### src/verilog/bps_pkg.sv
// package of constants and types for the blind push-button sequencer
package bps_pkg;

   localparam int CLK_HZ        = 100_000_000;
   localparam int TICK_TIME_MS  = 130;
   localparam int TICK_CYCLES   = TICK_TIME_MS * (CLK_HZ / 1000);

   localparam int ADDR_W        = 8;
   localparam int DATA_W        = 32;

   localparam logic [7:0] OFS_CFG    = 8'h00;
   localparam logic [7:0] OFS_LTIME  = 8'h04;
   localparam logic [7:0] OFS_STIME  = 8'h08;
   localparam logic [7:0] OFS_STATUS = 8'h0C;
   localparam logic [7:0] OFS_TGCNT  = 8'h10;

   localparam int CFG_MODE_LSB   = 0;
   localparam int CFG_CONCEPT    = 4;
   localparam int TIME_BASE_LSB  = 0;
   localparam int TIME_FACT_LSB  = 8;
   localparam int ST_STATE_LSB   = 0;
   localparam int ST_DIR         = 3;
   localparam int ST_BTN         = 4;

   localparam logic [3:0] BASE_MAX     = 4'h8;
   localparam logic [6:0] FACT_MAX     = 7'h7F;
   localparam logic [6:0] LONG_FACT_MIN = 7'h04;
   localparam logic [6:0] SLAT_FACT_MIN = 7'h03;

   localparam logic [3:0] LONG_BASE_RST = 4'h0;
   localparam logic [6:0] LONG_FACT_RST = 7'h04;
   localparam logic [3:0] SLAT_BASE_RST = 4'h0;
   localparam logic [6:0] SLAT_FACT_RST = 7'h14;

   typedef enum logic [1:0] {
      MODE_NONE   = 2'h0,
      MODE_UP     = 2'h1,
      MODE_DOWN   = 2'h2,
      MODE_TOGGLE = 2'h3
   } bps_mode_e;

   localparam bps_mode_e MODE_RST    = MODE_UP;
   localparam logic      CONCEPT_SLS = 1'b0;
   localparam logic      CONCEPT_LS  = 1'b1;
   localparam logic      DIR_RST     = 1'b1;

   typedef enum logic [2:0] {
      ST_IDLE = 3'b001,
      ST_LONG = 3'b010,
      ST_SLAT = 3'b100
   } bps_state_e;

   typedef struct packed {
      logic valid;
      logic move;
      logic down;
   } bps_tg_s;

endpackage

### src/verilog/bps_sequencer.sv
// blind push-button sequencer: edges in, STEP/MOVE telegrams out
//
// The implementer's own choices: the placing of the registers and strobed register access.
`timescale 1ns/100ps
module bps_sequencer #(
   parameter int TICK_CYCLES = bps_pkg::TICK_CYCLES
) (
   input  wire logic                          ref_clk,
   input  wire logic                          rst,
   input  wire logic                          btn,
   input  wire logic [bps_pkg::ADDR_W-1:0]    reg_addr,
   input  wire logic [bps_pkg::DATA_W-1:0]    reg_wdata,
   input  wire logic                          reg_wr,
   input  wire logic                          reg_rd,
   output logic      [bps_pkg::DATA_W-1:0]    reg_rdata,
   output bps_pkg::bps_tg_s                   tg
);

   // ticks for a base code (power of two of 130 ms) times a factor
   function automatic logic [15:0] calc_ticks(input logic [3:0] base, input logic [6:0] fact);
      calc_ticks = 16'({9'h000, fact} << base);
   endfunction

   // clamp of written base and factor to legal range
   function automatic logic [3:0] clamp_base(input logic [3:0] b);
      clamp_base = (b > bps_pkg::BASE_MAX) ? bps_pkg::BASE_MAX : b;
   endfunction

   function automatic logic [6:0] clamp_fact(input logic [6:0] f, input logic [6:0] fmin);
      clamp_fact = (f < fmin) ? fmin : f;
   endfunction

   logic                 btn_meta;
   logic                 btn_sync;
   logic                 btn_prev;
   logic                 rise;
   logic                 fall;
   bps_pkg::bps_mode_e   mode;
   logic                 concept;
   logic [3:0]           long_base;
   logic [6:0]           long_fact;
   logic [3:0]           slat_base;
   logic [6:0]           slat_fact;
   bps_pkg::bps_state_e  state;
   bps_pkg::bps_state_e  next_state;
   logic                 last_dir;
   logic                 next_last_dir;
   logic [31:0]          presc;
   logic                 tick;
   logic [15:0]          remain;
   logic                 expire;
   logic                 load_long;
   logic                 load_slat;
   logic                 send;
   logic                 send_move;
   logic                 send_down;
   logic [15:0]          tg_count;
   logic                 wr_cfg;
   logic                 wr_ltime;
   logic                 wr_stime;

   // button synchroniser and edge detect
   always_ff @(posedge ref_clk or posedge rst) begin
      if (rst) begin
         btn_meta <= 1'b0;
         btn_sync <= 1'b0;
         btn_prev <= 1'b0;
      end else begin
         btn_meta <= btn;
         btn_sync <= btn_meta;
         btn_prev <= btn_sync;
      end
   end

   assign rise = btn_sync & ~btn_prev;
   assign fall = ~btn_sync & btn_prev;

   // register write decode
   always_comb begin
      wr_cfg   = 1'b0;
      wr_ltime = 1'b0;
      wr_stime = 1'b0;
      if (reg_wr && reg_addr == bps_pkg::OFS_CFG) begin
         wr_cfg = 1'b1;
      end else if (reg_wr && reg_addr == bps_pkg::OFS_LTIME) begin
         wr_ltime = 1'b1;
      end else if (reg_wr && reg_addr == bps_pkg::OFS_STIME) begin
         wr_stime = 1'b1;
      end
   end

   always_ff @(posedge ref_clk or posedge rst) begin
      if (rst) begin
         mode    <= bps_pkg::MODE_RST;
         concept <= bps_pkg::CONCEPT_SLS;
      end else if (wr_cfg) begin
         mode    <= bps_pkg::bps_mode_e'(reg_wdata[bps_pkg::CFG_MODE_LSB +: 2]);
         concept <= reg_wdata[bps_pkg::CFG_CONCEPT];
      end
   end

   always_ff @(posedge ref_clk or posedge rst) begin
      if (rst) begin
         long_base <= bps_pkg::LONG_BASE_RST;
         long_fact <= bps_pkg::LONG_FACT_RST;
      end else if (wr_ltime) begin
         long_base <= clamp_base(reg_wdata[bps_pkg::TIME_BASE_LSB +: 4]);
         long_fact <= clamp_fact(reg_wdata[bps_pkg::TIME_FACT_LSB +: 7], bps_pkg::LONG_FACT_MIN);
      end
   end

   always_ff @(posedge ref_clk or posedge rst) begin
      if (rst) begin
         slat_base <= bps_pkg::SLAT_BASE_RST;
         slat_fact <= bps_pkg::SLAT_FACT_RST;
      end else if (wr_stime) begin
         slat_base <= clamp_base(reg_wdata[bps_pkg::TIME_BASE_LSB +: 4]);
         slat_fact <= clamp_fact(reg_wdata[bps_pkg::TIME_FACT_LSB +: 7], bps_pkg::SLAT_FACT_MIN);
      end
   end

   // 130 ms timebase, restarted with each timer load
   always_ff @(posedge ref_clk or posedge rst) begin
      if (rst) begin
         presc <= 32'h0;
      end else if (load_long || load_slat || presc == 32'(TICK_CYCLES - 1)) begin
         presc <= 32'h0;
      end else begin
         presc <= presc + 32'h1;
      end
   end

   assign tick   = (presc == 32'(TICK_CYCLES - 1));
   assign expire = tick && remain == 16'h0001 && state != bps_pkg::ST_IDLE;

   // shared timer for long-actuation and slat-window periods
   always_ff @(posedge ref_clk or posedge rst) begin
      if (rst) begin
         remain <= 16'h0000;
      end else if (load_long) begin
         remain <= calc_ticks(long_base, long_fact);
      end else if (load_slat) begin
         remain <= calc_ticks(slat_base, slat_fact);
      end else if (tick && remain != 16'h0000) begin
         remain <= remain - 16'h0001;
      end
   end

   // sequence control
   always_comb begin
      next_state    = state;
      next_last_dir = last_dir;
      load_long     = 1'b0;
      load_slat     = 1'b0;
      send          = 1'b0;
      send_move     = 1'b0;
      send_down     = 1'b0;
      if (mode == bps_pkg::MODE_NONE) begin
         next_state = bps_pkg::ST_IDLE;
      end else if (rise) begin
         if (concept == bps_pkg::CONCEPT_SLS) begin
            send       = 1'b1;
            load_long  = 1'b1;
            next_state = bps_pkg::ST_LONG;
         end else begin
            send       = 1'b1;
            send_move  = 1'b1;
            load_slat  = 1'b1;
            next_state = bps_pkg::ST_SLAT;
         end
      end else begin
         case (state)
            bps_pkg::ST_LONG: begin
               if (fall) begin
                  next_state = bps_pkg::ST_IDLE;
               end else if (expire) begin
                  send       = 1'b1;
                  send_move  = 1'b1;
                  load_slat  = 1'b1;
                  next_state = bps_pkg::ST_SLAT;
               end
            end
            bps_pkg::ST_SLAT: begin
               if (fall) begin
                  send       = 1'b1;
                  next_state = bps_pkg::ST_IDLE;
               end else if (expire) begin
                  next_state = bps_pkg::ST_IDLE;
               end
            end
            default: begin
               next_state = bps_pkg::ST_IDLE;
            end
         endcase
      end
      // direction of the telegram
      case (mode)
         bps_pkg::MODE_UP: begin
            send_down = 1'b0;
         end
         bps_pkg::MODE_DOWN: begin
            send_down = 1'b1;
         end
         bps_pkg::MODE_TOGGLE: begin
            if (send && send_move) begin
               next_last_dir = ~last_dir;
               send_down     = ~last_dir;
            end else begin
               send_down = ~last_dir;
            end
         end
         default: begin
            send_down = 1'b0;
         end
      endcase
   end

   always_ff @(posedge ref_clk or posedge rst) begin
      if (rst) begin
         state <= bps_pkg::ST_IDLE;
      end else begin
         state <= next_state;
      end
   end

   always_ff @(posedge ref_clk or posedge rst) begin
      if (rst) begin
         last_dir <= bps_pkg::DIR_RST;
      end else begin
         last_dir <= next_last_dir;
      end
   end

   // telegram output, one-cycle pulse
   always_ff @(posedge ref_clk or posedge rst) begin
      if (rst) begin
         tg <= '0;
      end else begin
         tg.valid <= send;
         tg.move  <= send ? send_move : 1'b0;
         tg.down  <= send ? send_down : 1'b0;
      end
   end

   always_ff @(posedge ref_clk or posedge rst) begin
      if (rst) begin
         tg_count <= 16'h0000;
      end else if (send) begin
         tg_count <= tg_count + 16'h0001;
      end
   end

   // register read, data one cycle after strobe
   always_ff @(posedge ref_clk or posedge rst) begin
      if (rst) begin
         reg_rdata <= 32'h0000_0000;
      end else if (!reg_rd) begin
         reg_rdata <= 32'h0000_0000;
      end else if (reg_addr == bps_pkg::OFS_CFG) begin
         reg_rdata <= {27'h0, concept, 2'h0, 2'(mode)};
      end else if (reg_addr == bps_pkg::OFS_LTIME) begin
         reg_rdata <= {17'h0, long_fact, 4'h0, long_base};
      end else if (reg_addr == bps_pkg::OFS_STIME) begin
         reg_rdata <= {17'h0, slat_fact, 4'h0, slat_base};
      end else if (reg_addr == bps_pkg::OFS_STATUS) begin
         reg_rdata <= {27'h0, btn_sync, last_dir, 3'(state)};
      end else if (reg_addr == bps_pkg::OFS_TGCNT) begin
         reg_rdata <= {16'h0, tg_count};
      end else begin
         reg_rdata <= 32'h0000_0000;
      end
   end

endmodule // bps_sequencer

### config.mk
export PLATFORM = sky130hd
export DESIGN_NAME = bps_sequencer
export DESIGN_NICKNAME = d
export VERILOG_FILES = /design/src/verilog/bps_pkg.sv /design/src/verilog/bps_sequencer.sv
export SDC_FILE = /design/constraint.sdc
export NUM_CORES = 1
export LEC_CHECK = 0
export BUFFER_PORTS_ARGS = -buffer_cell sky130_fd_sc_hd__buf_2
export CAP_MARGIN = 10
export CORE_MARGIN = 3
export CORE_UTILIZATION = 40
export DETAILED_ROUTE_END_ITERATION = 10
export PLACE_DENSITY_LB_ADDON = 0.2
export SYNTH_ARGS = -nofsm -noshare
export SYNTH_HDL_FRONTEND = slang
export SYNTH_SLANG_ARGS = --single-unit
### constraint.sdc
create_clock -name ref_clk -period 3.45 [get_ports ref_clk]
set_clock_uncertainty 0.15 [all_clocks]
set_input_delay 0.345 -clock ref_clk [delete_from_list [all_inputs] [get_ports ref_clk]]
set_output_delay 0.345 -clock ref_clk [all_outputs]
set_load 0.005 [all_outputs]
==> results.toml <==
[setup_path]
cpPeakStageDelay_ns = 0.56
crit_start = "remain[12]"
worst_ep_required_time_ns = 3.63
cp-start-kind = "flop"
reg2reg_from = "remain[12]"
crit_family = "simple AND/OR/NAND/NOR gates"
worstPathMaxFanout = 10
crit_chain = "or4_4, or4b_4, nor2_1, a21oi_2, or2_1, buf_4, or3_1, a31oi_1"
cp-end-kind = "flop"
critical_path_class = "reg2reg"
r2r_cells = 8
r2r-end = "remain[14]"
reg2reg_slack_ns = 0.24
cp.arrival_ns = 3.39
slowest_stage = "or4_4"
crit_buf_inv = 1

[yosys]
yosysSeqAreaShare_pct = 44.6
synth_area_per_cell_um2 = 9.46
yosysWarnings = 0
synth-edff-count = 0
synth.cell_area_mm2 = 0.00647
yosysTopAreaCell = "dfrtp_1"
yosys-top-cells-area = "dfrtp_1 42%, xnor2_1 5.0%, nor2_1 4.6%"
yosys.area.top_type_share_pct = 42.2
yosysUniqueCellTypes = 70
synth_seq_cells = 115
synth_ff_type = "dfrtp_1"
synthArstFlopShare_pct = 100
syn-instance-count = 684

[place]
port_buffers = 43
gp_congestion = 0.905
hpwl_mm = 11.4

[finish]
nets = 780
antenna_cells = 0
area_growth_pct = 14.7
drive_above_1_share_pct = 16.6
final_core_util_pct = 47.9

[die]
die_h_um = 133
die_x_um = 133
core.rowCount = 45
start_util_pct = 41.8
io-pin-count = 80
die_area_mm2 = 0.0177
core_mm2 = 0.0155

[clock_tree]
cts_made_buffers = 17
htree_levels = 4
cts_tree = "built"
clk_pin_slew_ns = 0.06
cts_buffer_depth = 2
root_buffer = "clkbuf_16"
cts_setup_buffers = 0
cts-hold-fix-buffers = 2
cts_resized = 0
insertion_delay_ns = 0.41
clock-sinks = 115

[grt]
antenna_found_initial = 0
grt_pass1_wl_mm = 26.8
grt-ovfl-total = 0
grt_usage_pct = 18.7
grt_max_degree = 62
grt_pass1_vias = 5206

[sta]
tightest_slew_ns = 1.02
slew_violations = 0
hold_viol = 0
setup_viol_count_final = 0
max_freq_mhz = 312
post-route-period-util_pct = 93.0
relSlewSlack_pct = 30.2
finalSetupTns_ns = 0
rsz0062_at_grt = "false"
min_period_ns = 3.21

[detailed_routing]
via_count = 5186
drtAntennaViolNets = 0
viasPerCell = 5.45
dr.pass1.iters = 5
route.detailed.drc = 0
wirelength_mm = 15.9
drtIter0Drc = 339
routedWlPerCell_um = 16.7

[pwr]
combPwrFrac_pct = 19.1
p_int_uw = 2920
p_leak_uw = 0.00327
p_clk_share_pct = 40.6
seq_power_share_pct = 40.3
ir_drop_mv = 0.380
pwr_density_cell_mw_per_mm2 = 560
power_switching_uw = 1240
swShare_pct = 29.8

[hold_path]
hp-class = "in2reg"
min_from = "reg_wdata[4]"
min_path_cells = 2
hold_end = "concept"

[run]
cap_violations = 0

[outcome]
status = "complete, no violations"
through the flow:
stage	cell area, um2	worst slack [ns]	hold slack [ns]	instances	total power [uW]
after floorplan	6530	0.556	0.181	699	2280
after global placement	6830	0.290	0.194	918	2450
after detailed placement	6830	0.230	0.190	918	2470
after CTS	7420	0.245	0.0264	951	4190
after global routing	7420	0.0189	0.0194	951	4390
final	7420	0.241	0.0368	951	4150
flip-flops by register name, indices dropped and copies added, names as in the netlist, 2 cells and up:
register,count
presc,32
reg_rdata,16
remain,16
tg_count,16
long_fact,7
slat_fact,7
long_base,4
slat_base,4
state,3
tg,3
mode,2
power by group through the flow:
stage | Clock, uW | Combinational, uW | Sequential [uW]
after floorplan | 0 | 647 | 1630
after global placement | 0 | 766 | 1680
after detailed placement | 0 | 783 | 1690
after CTS | 1730 | 793 | 1670
after global routing | 1800 | 897 | 1700
final | 1690 | 792 | 1670
layout make-up:
class                      instances  area [um2]
clock buffer                      19         433
clock inverter                    12         134
fill                            1488        8070
inverter                          21        83.8
multi-input combinational        519        3300
sequential                       115        2890
tap                              211         264
timing repair buffer              54         315
cells in the mapped netlist (8+ instances only):
library cell and n:
inv_1 19, xor2_1 22, nor4_1 13, o21ai_0 30, xnor2_1 37, buf_4 19
or3_1 8, clkbuf_1 17, mux2i_1 25, dfrtp_1 109, nand3_1 21, nand2_1 69
nand4_1 18, nor2_1 80, mux2_2 22, a21oi_1 21, nor3_1 17, and3_1 12
how the worst max path moves through the flow:
stage                       endpoint  slack (ns)  cells past startpoint
after floorplan            remain[1]        0.56                      8
after global placement    remain[14]        0.29                      8
after detailed placement  remain[14]        0.23                      8
after CTS                 remain[14]        0.24                      8
after global routing       remain[8]        0.02                      7
final                     remain[14]        0.24                      8
layout by cell type (no fill, tap or decap), drive strengths merged, types with 8 or more instances in the layout:
cell type / count
or3: 8
o21ai: 30
xor2: 22
and3: 12
nand2: 69
mux2i: 25
dfrtp: 109
buf: 52
a21oi: 22
nor2: 82
nand3: 21
mux2: 22
clkbuf: 19
xnor2: 37
conb: 16
nor4: 14
nor3: 17
nand4: 18
inv: 19
cells by family after synthesis:
group | synth area share, %
fa+ha+maj | 1.35
flops | 44.6
simple gates | 21.5
compound gates | 11.6
buf+inv | 5.22
other cells | 0.0580
mux | 7.70
xor+xnor | 7.99
routing by layer:
metal	global-route usage [%]	vias to the layer above	share of wire, %
met1	24.7	2551	47
met4	5.14	0	1.2
met2	30.7	113	48
li1	-	2509	-
met3	4.53	13	4.2
met5	0	-	0
No activity file was read; power rests on OpenSTA's default activity.
